### src/common/adcsc_defs.vh
// constants for the serial conversion control block
`ifndef ADCSC_DEFS_VH
`define ADCSC_DEFS_VH
`define ADCSC_FRAME_EDGES   5'd16
`define ADCSC_TRACK_EDGE    5'd14
`define ADCSC_PD_LO_EDGE    5'd3
`define ADCSC_MSB_EDGE      5'd4
`define ADCSC_LAST_DATA     5'd13
`define ADCSC_SUB_HI_EDGE   5'd14
`define ADCSC_SUB_LO_EDGE   5'd15
`define ADCSC_RES_BITS      10
`define ADCSC_MODE_RUN      2'd0
`define ADCSC_MODE_PARTIAL  2'd1
`define ADCSC_MODE_FULL     2'd2
`define ADCSC_ST_IDLE       2'd0
`define ADCSC_ST_CONV       2'd1
`define ADCSC_ST_DONE       2'd2
`define ADCSC_CNT_ZERO      5'd0
`define ADCSC_CNT_ONE       5'd1
`endif

### src/rtl/adcsc_skid_buffer.v
// two-entry buffer carrying finished results to the result port
`timescale 1ns/10ps
`include "adcsc_defs.vh"
module adcsc_skid_buffer (
  // clock and reset
  input  wire        sys_clk,
  input  wire        reset,
  // fill side
  input  wire        inValid,
  output wire        inReady,
  input  wire [11:0] inData,
  // drain side
  output wire        outValid,
  input  wire        outReady,
  output wire [11:0] outData
);
  reg  [11:0] mem_q [0:1];
  reg         wrPtr_q;
  reg         rdPtr_q;
  reg  [1:0]  count_q;
  wire        doWrite;
  wire        doRead;

  assign inReady  = (count_q != 2'd2);
  assign outValid = (count_q != 2'd0);
  assign outData  = mem_q[rdPtr_q];
  assign doWrite  = inValid & inReady;
  assign doRead   = outValid & outReady;

  // pointer and occupancy; full stalls the producer
  always @(posedge sys_clk) begin
    if (reset) begin
      wrPtr_q <= 1'b0;
      rdPtr_q <= 1'b0;
      count_q <= 2'd0;
    end else begin
      if (doWrite) begin
        mem_q[wrPtr_q] <= inData;
        wrPtr_q        <= ~wrPtr_q;
      end
      if (doRead)
        rdPtr_q <= ~rdPtr_q;
      count_q <= count_q + {1'b0, doWrite} - {1'b0, doRead};
    end
  end
endmodule

### src/rtl/adcsc_conv_ctrl.v
// conversion sequencing and serial output of a 10-bit sar converter
// Notes on behaviour
// - strobe fall starts conversion, freezes input
// - hold begins on the sys_clk edge that sees strobe fall
// - output updates on serial clock rising edges
// - sixteen clock cycles per conversion
// - only host clock edges advance conversion
// - back to tracking at 14th rising edge
// - idle between conversions in tracking
// - two-and-a-half-cycle acquisition at full speed
// - tracking straight after power-up
// - ten-bit successive approximation, bit per step
// - frame: 3 zeros, 10 bits, 2 sub-bits, zero
// - strobe low at 16th fall: output floats at next clock or strobe rise
// - early strobe rise enters partial, then full
`timescale 1ns/10ps
`include "adcsc_defs.vh"
module adcsc_conv_ctrl (
  // system clock and reset (reset models power-up)
  input  wire        sys_clk,
  input  wire        reset,
  // host serial pins, sampled on sys_clk
  input  wire        convStrobe,
  input  wire        serialClk,
  output reg         dataOut,
  output reg         dataOutEn,
  // analog front end control
  output reg         trackEn,
  output reg         compTrialBit,
  input  wire        compResult,
  output reg  [9:0]  dacCode,
  // power mode
  output reg  [1:0]  powerMode,
  // finished results
  output reg         resultValid,
  input  wire        resultReady,
  output reg  [11:0] resultData
);
  // ==========================================================
  // input edge detection
  // ==========================================================
  reg         strobe_q;
  reg         sclk_q;
  wire        strobeFall;
  wire        strobeRise;
  wire        sclkRise;
  wire        sclkFall;

  assign strobeFall = strobe_q & ~convStrobe;
  assign strobeRise = ~strobe_q & convStrobe;
  assign sclkRise   = ~sclk_q & serialClk;
  assign sclkFall   = sclk_q & ~serialClk;

  // previous pin levels; pins are already synchronous
  always @(posedge sys_clk) begin
    if (reset) begin
      strobe_q <= 1'b1;
      sclk_q   <= 1'b0;
    end else begin
      strobe_q <= convStrobe;
      sclk_q   <= serialClk;
    end
  end

  // ==========================================================
  // conversion sequencer
  // ==========================================================
  reg  [1:0]  state_q;
  reg  [1:0]  state_d;
  reg  [4:0]  riseCnt_q;
  reg  [4:0]  fallCnt_q;
  reg  [11:0] sar_q;
  reg         floatArm_q;
  reg         earlyRise_q;
  wire        bufReady;
  wire        bufValid;
  wire [11:0] bufData;
  reg         push_q;
  reg  [11:0] pushData_q;
  wire [3:0]  bitIdx;
  wire [4:0]  dataPos;

  // position in the frame: edge 4 gives msb, edges 4..13 the ten bits
  // the counter still holds the previous edge number when the new edge is seen
  assign dataPos = riseCnt_q - (`ADCSC_MSB_EDGE - `ADCSC_CNT_ONE);
  assign bitIdx  = 4'd9 - dataPos[3:0];

  // next-state selection
  always @* begin
    state_d = state_q;
    case (state_q)
      `ADCSC_ST_IDLE: begin
        if (strobeFall)
          state_d = `ADCSC_ST_CONV;
      end
      `ADCSC_ST_CONV: begin
        if (strobeFall)
          state_d = `ADCSC_ST_CONV;
        else if (strobeRise && riseCnt_q >= `ADCSC_PD_LO_EDGE && riseCnt_q < `ADCSC_TRACK_EDGE)
          state_d = `ADCSC_ST_IDLE;
        else if (sclkFall && fallCnt_q == `ADCSC_FRAME_EDGES - `ADCSC_CNT_ONE)
          state_d = `ADCSC_ST_DONE;
      end
      `ADCSC_ST_DONE: begin
        if (strobeFall)
          state_d = `ADCSC_ST_CONV;
        else if (strobeRise || sclkRise || convStrobe)
          state_d = `ADCSC_ST_IDLE;
      end
      default: state_d = `ADCSC_ST_IDLE;
    endcase
  end

  // state, counters and successive approximation register
  // a strobe fall always restarts the frame, even mid-conversion
  always @(posedge sys_clk) begin
    if (reset) begin
      state_q      <= `ADCSC_ST_IDLE;
      riseCnt_q    <= `ADCSC_CNT_ZERO;
      fallCnt_q    <= `ADCSC_CNT_ZERO;
      sar_q        <= 12'h000;
      trackEn      <= 1'b1;
      dataOut      <= 1'b0;
      dataOutEn    <= 1'b0;
      compTrialBit <= 1'b0;
      dacCode      <= 10'h000;
      earlyRise_q  <= 1'b0;
      floatArm_q   <= 1'b0;
      powerMode    <= `ADCSC_MODE_RUN;
      push_q       <= 1'b0;
      pushData_q   <= 12'h000;
    end else begin
      state_q <= state_d;
      if (push_q && bufReady)
        push_q <= 1'b0;
      if (strobeFall) begin
        riseCnt_q   <= `ADCSC_CNT_ZERO;
        fallCnt_q   <= `ADCSC_CNT_ZERO;
        trackEn     <= 1'b0;
        dataOut     <= 1'b0;
        dataOutEn   <= 1'b1;
        sar_q       <= 12'h000;
        earlyRise_q <= 1'b0;
        floatArm_q  <= 1'b0;
        dacCode     <= 10'h200;                              // first trial at msb
      end else if (state_q == `ADCSC_ST_CONV) begin
        // a rising serial clock edge advances the rise count; falling edges advance the fall count below
        if (sclkRise) begin
          riseCnt_q <= riseCnt_q + `ADCSC_CNT_ONE;
          if (riseCnt_q + `ADCSC_CNT_ONE == `ADCSC_TRACK_EDGE)
            trackEn <= 1'b1;
          // one result bit resolved and shifted per edge
          if (riseCnt_q + `ADCSC_CNT_ONE >= `ADCSC_MSB_EDGE &&
              riseCnt_q + `ADCSC_CNT_ONE <= `ADCSC_LAST_DATA) begin
            dacCode[bitIdx - 4'd1 > 4'd9 ? 4'd0 : bitIdx - 4'd1] <= 1'b1;
            dacCode[bitIdx]       <= compResult;
            sar_q[bitIdx + 4'd2]  <= compResult;
            dataOut               <= compResult;
            compTrialBit          <= compResult;
          end else if (riseCnt_q + `ADCSC_CNT_ONE == `ADCSC_SUB_HI_EDGE) begin
            sar_q[1] <= compResult;
            dataOut  <= compResult;                          // sub_bit_high
          end else if (riseCnt_q + `ADCSC_CNT_ONE == `ADCSC_SUB_LO_EDGE) begin
            sar_q[0] <= compResult;
            dataOut  <= compResult;                          // sub_bit_low
          end else begin
            dataOut  <= 1'b0;                                // leading, trailing zero
          end
        end
        if (sclkFall)
          fallCnt_q <= fallCnt_q + `ADCSC_CNT_ONE;
        // strobe raised between edge 3 and 14 cuts the conversion short
        // the mode steps at the strobe rise itself; the host need not finish the frame
        if (strobeRise && riseCnt_q >= `ADCSC_PD_LO_EDGE && riseCnt_q < `ADCSC_TRACK_EDGE) begin
          earlyRise_q <= 1'b1;
          dataOut     <= 1'b0;
          dataOutEn   <= 1'b0;
          trackEn     <= 1'b1;
          powerMode   <= (powerMode == `ADCSC_MODE_RUN) ? `ADCSC_MODE_PARTIAL
                                                        : `ADCSC_MODE_FULL;
        end
        // 16th falling edge: hand the word on, decide power mode
        if (state_d == `ADCSC_ST_DONE) begin
          push_q     <= ~earlyRise_q;
          pushData_q <= sar_q;
          trackEn    <= 1'b1;
          if (earlyRise_q)
            powerMode <= (powerMode == `ADCSC_MODE_RUN) ? `ADCSC_MODE_PARTIAL
                                                        : `ADCSC_MODE_FULL;
          else
            powerMode <= `ADCSC_MODE_RUN;  // a full frame wakes the part
          if (!convStrobe)
            floatArm_q <= 1'b1;
        end
      end else if (state_q == `ADCSC_ST_DONE) begin
        // strobe still low: float on next strobe or clock rise
        if (strobeRise || sclkRise || (convStrobe && !floatArm_q))
          dataOutEn <= 1'b0;
        if (strobeRise || sclkRise)
          dataOut <= 1'b0;
      end else begin
        dataOutEn <= 1'b0;                                   // idle never drives
        trackEn   <= 1'b1;
      end
    end
  end

  // ==========================================================
  // result buffer and output register
  // ==========================================================
  adcsc_skid_buffer uBuf (
    .sys_clk  (sys_clk),
    .reset    (reset),
    .inValid  (push_q),
    .inReady  (bufReady),
    .inData   (pushData_q),
    .outValid (bufValid),
    .outReady (~resultValid | resultReady),
    .outData  (bufData)
  );

  // registered result port; a stall here backs up into the buffer
  always @(posedge sys_clk) begin
    if (reset) begin
      resultValid <= 1'b0;
      resultData  <= 12'h000;
    end else if (~resultValid | resultReady) begin
      resultValid <= bufValid;
      resultData  <= bufData;
    end
  end
endmodule

### config.mk
export PLATFORM = sky130hd
export DESIGN_NAME = adcsc_conv_ctrl
export DESIGN_NICKNAME = d
export VERILOG_FILES = /design/src/rtl/adcsc_skid_buffer.v /design/src/rtl/adcsc_conv_ctrl.v
export VERILOG_INCLUDE_DIRS = /design/src /design/src/common
export SDC_FILE = /design/constraint.sdc
export NUM_CORES = 1
export LEC_CHECK = 0
export ABC_AREA = 1
export BUFFER_PORTS_ARGS = -buffer_cell sky130_fd_sc_hd__buf_2
export CORE_AREA = 2 2 96 98
export CTS_BUF_LIST = sky130_fd_sc_hd__clkbuf_16
export DETAILED_ROUTE_END_ITERATION = 16
export DIE_AREA = 0 0 98 100
export PLACE_DENSITY = 0.72
export SYNTH_ARGS = -nofsm -noshare
export SYNTH_HDL_FRONTEND = slang
export SYNTH_SLANG_ARGS = --single-unit
export TNS_END_PERCENT = 50
### constraint.sdc
create_clock -name sys_clk -period 5 [get_ports sys_clk]
set_input_delay 0.75 -clock sys_clk [delete_from_list [all_inputs] [get_ports sys_clk]]
set_output_delay 0.75 -clock sys_clk [all_outputs]
set_load 0.03 [all_outputs]
## Word-level counts from Yosys, hierarchy flattened

Memories as Yosys holds them, arrays and structs flattened. A register that Yosys moved wholly into a read port is not among the register bits.
Cells that the tools add are included.

- Add/sub/neg operators: 8
- Magnitude comparators: 11
- Equality and inequality tests: 14
- Mux-type cells: 55
- Bitwise operators: 17
- Reductions and logical operators: 39

Operators by type and width:

| cell | number |
|---|---|
| $mux W10 | 4 |
| $mux W1 | 33 |
| $reduce_and A3 Y1 | 8 |
| $mux W2 | 11 |
| $reduce_bool A2 Y1 | 9 |
| $eq A5 B4 Y1 const B | 3 |
| $lt A4 B5 Y1 const B | 3 |
| $bwmux W12 | 1 |
| $demux W1 S4 | 3 |
| $ge A4 B1 Y1 const B | 3 |
| $add A5 B1 Y5 const B | 2 |
| $bwmux W10 | 1 |
| $or A10 B10 Y10 | 1 |
| $logic_and A1 B1 Y1 | 9 |
| $ne A3 B3 Y1 const B | 3 |
| $not A1 Y1 | 9 |
| $reduce_and A2 Y1 | 4 |
| $reduce_and A4 Y1 | 2 |
| $and A1 B1 Y1 | 6 |
| $pmux W2 S3 | 1 |
| $ge A5 B2 Y1 const B | 1 |
| $ge A5 B3 Y1 const B | 1 |
| $le A5 B4 Y1 const B | 1 |
| $lt A5 B4 Y1 const B | 1 |
| other kinds (20) | 24 |

- Register bits: 62
- Bits in writable memories: 24
- Input bits: 6
- Output and inout port bits: 29
- Word-level logic and storage cells: 168
- Memories: 1

Memory list:

| memory | depth | width | read ports | clocked after memory_dff | write ports | RTL line | source |
|---|---|---|---|---|---|---|---|
| uBuf.mem_q | 2 | 12 | 1 | 1 | 1 | adcsc_skid_buffer.v:17 | `reg [11:0] mem_q [0:1];` |

## Longest topological paths before layout

- Depth after elaboration: 15
- Depth in mapped cells: 20
- Mapped depth without buffers: 19

## Hierarchy

From an unflattened synthesis, not the netlist that was laid out.

- Cells, all modules: 622
- Area, all modules: 4934.7 µm²

Modules (own cells, without submodules):

| module | times used | cells an instance | area an instance (µm²) | sequential area each (µm²) |
|---|---|---|---|---|
| adcsc_conv_ctrl | 1 | 547 | 3782.4 | 1401.3 |
| adcsc_skid_buffer | 1 | 75 | 1152.4 | 820.8 |

## Worst setup path before layout

OpenSTA, ideal clock, no wires.

- Path type: register to register
- From: reg riseCnt_q[0]
- To: reg dacCode[3]
- Data arrival time: 2.050 ns
- Setup slack: 2.841 ns
- Cell stages (with the launch flop): 20
- Path buffers: 1
- Clock period less this slack: 2.159 ns
- Cell sequence: dfxtp_1 > buf_4 > inv_2 > ha_1 > inv_2 > nand2_1 > nand2_2 > ha_1 > nand2_1 > nand2_1 > nor2_1 > nand2_1 > nand2_1 > nand2_1 > nand2_1 > nor2_2 > nand2_1 > nand3b_1 > nand2_1 > inv_1

- Longest elaborated chain between the ends: 11
- Elaborated cells between the ends (all ways): 22
- Those cells by class: add/sub: 4; order compare: 7; mux: 6; bitwise: 1; reduce/logical: 4

Ends and longest elaborated chain:

| item | RTL line | source |
|---|---|---|
| from (decl) | adcsc_conv_ctrl.v:70 | `reg [4:0] riseCnt_q;` |
| from (signal assigned) | adcsc_conv_ctrl.v:119 | `` riseCnt_q <= `ADCSC_CNT_ZERO; `` |
| from (signal assigned) | adcsc_conv_ctrl.v:137 | `` riseCnt_q <= `ADCSC_CNT_ZERO; `` |
| from (signal assigned) | adcsc_conv_ctrl.v:149 | `` riseCnt_q <= riseCnt_q + `ADCSC_CNT_ONE; `` |
| $sub A4 B2 Y4 | adcsc_conv_ctrl.v:85 | `` assign dataPos = riseCnt_q - (`ADCSC_MSB_EDGE - `ADCSC_CNT_ONE); `` |
| $sub A4 B4 Y4 | adcsc_conv_ctrl.v:86 | `assign bitIdx = 4'd9 - dataPos[3:0];` |
| $sub A4 B1 Y4 | adcsc_conv_ctrl.v:155 | `dacCode[bitIdx - 4'd1 > 4'd9 ? 4'd0 : bitIdx - 4'd1] <= 1'b1;` |
| $gt A4 B4 Y1 | adcsc_conv_ctrl.v:155 |  |
| $mux W4 | adcsc_conv_ctrl.v:155 |  |
| $lt A4 B5 Y1 / $ge A4 B1 Y1 (equally long branches) | adcsc_conv_ctrl.v:155 |  |
| $logic_and A1 B1 Y1 (implied by the code) | adcsc_conv_ctrl.v:155 |  |
| $mux W1 | adcsc_conv_ctrl.v:155 |  |
| $demux W1 S4 | adcsc_conv_ctrl.v:155 |  |
| $or A10 B10 Y10 (no line) | n/a |  |
| $bwmux W10 | adcsc_conv_ctrl.v:156 | `dacCode[bitIdx] <= compResult;` |
| to (signal, indexed assignment) | adcsc_conv_ctrl.v:156 |  |
| to (decl) | adcsc_conv_ctrl.v:31 | `output reg [9:0] dacCode,` |

Parallel ways exist; a longest one is shown, timed or not.
A chain may end at the register's enable or synchronous reset.

## Worst setup path in the final report

- From: reg state_q[1]
- To: reg sar_q[3]

- Longest elaborated chain between the ends: 2

Ends and longest elaborated chain:

| item | RTL line | source |
|---|---|---|
| from (decl) | adcsc_conv_ctrl.v:68 | `reg [1:0] state_q;` |
| from (signal assigned) | adcsc_conv_ctrl.v:118 | `` state_q <= `ADCSC_ST_IDLE; `` |
| from (signal assigned) | adcsc_conv_ctrl.v:133 | `state_q <= state_d;` |
| $eq A2 B1 Y1 | n/a |  |
| $reduce_and A3 Y1 (no line) | n/a |  |
| to (signal, indexed assignment) | adcsc_conv_ctrl.v:157 | `sar_q[bitIdx + 4'd2] <= compResult;` |
| to (decl) | adcsc_conv_ctrl.v:72 | `reg [11:0] sar_q;` |

Every way passes these cells.

==> impl_metrics.py <==
metrics = {
    "setup_path": {
        "path_delay_family": "simple AND/OR/NAND/NOR gates",
        "path_cells": "inv_1 -> ha_1 -> inv_1 -> nor2_2 -> nand3_2 -> inv_2 -> nand2_2 -> nor2_1 -> nand2_1 -> nand2_1 -> nor2_1",
        "slowest_delay_ps": 610,
        "start_kind": "flip-flop",
        "crit_required_ps": 5240,
        "crit_type": "reg2reg",
        "worst_path_max_delay_cell": "ha_1",
        "critPathCaptureType": "flip-flop",
        "cp_num_buf_inv": 3,
        "cp-startpoint": "state_q[1]",
        "cp.arrival_ps": 3060,
        "critical_path.max_fanout": 18,
        "r2r-start": "state_q[1]",
    },
    "power": {
        "vdd_drop_max_mv": 0.1982,
        "leakagePower_nw": 2.219,
        "powerDensity_nw_per_um2": 355.7,
    },
    "synth": {
        "synthArstFlopShare_pct": 0,
        "synth_edf_count": 24,
        "yosysUniqueCellTypes": 33,
        "ys_ff_latch": 98,
        "synth_top_cell_by_area": "dfxtp_1",
        "synthFlopType": "dfxtp_1",
        "ys_warn_count": 0,
        "synth_common_cells": "nand2_1 (162), dfxtp_1 (74), inv_1 (65), nor2_1 (65), a21oi_1 (42)",
        "yosysMostFrequentCell": "nand2_1",
        "syn_area_um2": 4693,
        "syn_avg_cell_area_um2": 7.656,
        "synth_nets": 634,
        "synth_cells": 613,
        "synth.yosys.seq_area_share_pct": 46.92,
        "synth_top_cell_area_share_pct": 31.56,
        "synth_area_leaders": "dfxtp_1 (32%), edfxtp_1 (15%), nand2_1 (13%)",
    },
    "clocking": {
        "hold_buffers": 0,
        "clk_pin_slew_worst_paths_ps": 70,
        "clk_latency_ps": 340,
        "cts_tree": "done",
        "cts_setup_buffers": 0,
        "ctsHtreeMaxLevel": 3,
        "root_buffer": "clkbuf_16",
        "cts_buffers": 9,
        "ctsResizeCount": 0,
        "cts.sink_count": 98,
        "clk_path_buf_depth": 2,
    },
    "run_status": {
        "status": "finished, final reports clean",
    },
    "hold_path": {
        "min_from": "dacCode[1]",
        "min_path_type": "reg2reg",
    },
    "drt": {
        "detail_route.wl_per_cell_um": 12.79,
        "dr.first_iter.drc_count": 168,
        "viasPerCell": 5.251,
        "first_pass_iters": 5,
        "drt_wl_total_um": 9670,
        "drtAntennaViolNets": 0,
        "drc_errors": 0,
        "vias": 3970,
    },
    "sta": {
        "max_freq_mhz": 355.2,
        "slew_violations": 0,
        "rsz0062_at_grt": "false",
        "relSlewSlack_pct": 31.87,
        "hold_viol_final": 0,
        "period_needed_ps": 2815,
        "skew_ps": 9.017,
        "tightest_slew_ps": 1018,
        "hold_ws_ps": 451.7,
        "setup_violations": 0,
        "fin_ws_ps": 2185,
        "fin_tns_setup_ps": 0,
        "fin_crit_sh_pct": 56.30,
    },
    "die": {
        "core-area_um2": 8890,
        "die_w_um": 98,
        "rows": 35,
        "io_pins": 35,
        "start_util_pct": 52.79,
        "die_area_um2": 9800,
        "fp.dieH_um": 100,
    },
    "global_route": {
        "grt_pass1_vias": 3789,
        "grt_first_pass_wirelength_um": 16690,
        "globalRouteOverflowTotal": 0,
        "grt_max_degree": 26,
        "grt_usage_pct": 20.70,
        "antenna_found_initial": 0,
    },
    "final_layout": {
        "fillCellCount": 812,
        "diodes": 0,
        "area_growth_pct": 10.90,
        "layout-drive-gt1-share_pct": 13.18,
        "nNetsFinal": 661,
    },
    "placement": {
        "gp_congestion": 0.8889,
        "place_ws_ps": 2235,
        "port_buffers": 34,
        "dp_hpwl_um": 7038,
    },
    "run": {
        "cap_violations": 0,
    },
}
[kinds of logic (layout without fill, tap and decap cells)]
logic type	after synthesis	after routing	share of synthesized area, %
buf+inv	96	128	8.557
simple gates	310	310	29.70
flops	98	98	46.92
fa+ha+maj	15	15	3.999
xor+xnor	1	1	0.1867
compound gates	93	93	10.64
[state kept, by name, indices dropped and copies added, names as in the netlist, 2 cells and up]
signal,flops
state_q,2
fallCnt_q,5
pushData_q,12
resultData,12
dacCode,10
uBuf.mem_q,24
sar_q,12
riseCnt_q,5
uBuf.count_q,2
powerMode,2
[final timing paths]
kind / slack (ps) / cells after the start / to
min reg2reg: 450 / 2 / dacCode[1]
max: 2180 / 11 / sar_q[3]
max reg2reg: 2180 / 11 / sar_q[3]
min: 450 / 2 / dacCode[1]
[tightest hold or removal path: stages (launching register included)]
cell     delay [ps]
dfxtp_1         320
inv_1            50
a21oi_1          50
[final cells by class]
type / count / area, um2 / area share (%)
flip-flops and latches: 98 / 2202 / 42.31
multi-input cells: 419 / 2090 / 40.14
inverters: 76 / 285.3 / 5.481
clock buffers: 9 / 225.2 / 4.327
repair buffers: 36 / 185.2 / 3.558
well taps: 111 / 138.9 / 2.668
clock inverters: 7 / 78.83 / 1.514
[through the flow]
stage / cells / utilization [%] / power [W] / instance area (um2)
after floorplan: 613 / - / 0.001114 / 4693
after CTS: 756 / 58.55 / 0.001865 / 5205
final: 756 / 58.55 / 0.001852 / 5205
after global placement: 740 / 55.13 / 0.001175 / 4901
after detailed placement: 740 / 55.13 / 0.001183 / 4901
after global routing: 756 / 58.55 / 0.001936 / 5205
[layer usage]
layer | up-vias | wire [um] | GRT usage (%)
li1 | 2050 | - | -
met1 | 1809 | 4274 | 24.90
met2 | 91 | 4797 | 36.99
met3 | 20 | 404 | 3.273
met4 | 0 | 194 | 8.654
met5 | - | 0 | 0
[cells in the final DEF (no fill, tap or decap), types with 3 or more instances in the layout]
| cell | instances |
|---|---|
| nand2_1 | 162 |
| dfxtp_1 | 74 |
| inv_1 | 65 |
| nor2_1 | 65 |
| a21oi_1 | 42 |
| o21ai_0 | 34 |
| buf_2 | 34 |
| nand3_1 | 27 |
| edfxtp_1 | 24 |
| nand4_1 | 22 |
| ha_1 | 15 |
| a31oi_1 | 13 |
| inv_2 | 10 |
| clkbuf_16 | 9 |
| nand2_2 | 7 |
| nand3b_1 | 7 |
| nor2_4 | 5 |
| nor3_1 | 4 |
| nor2_2 | 4 |
| nand3_2 | 3 |
| inv_6 | 3 |
[report_power, final]
part / switching, W / leakage (nW) / internal, W
sequential: 0.0000348 / 0.826 / 0.000849
clock: 0.000330 / 0.148 / 0.000356
combinational: 0.000202 / 1.24 / 0.0000801
total: 0.000567 / 2.22 / 0.00128
Note: power is estimated with default switching activity, not from simulation.
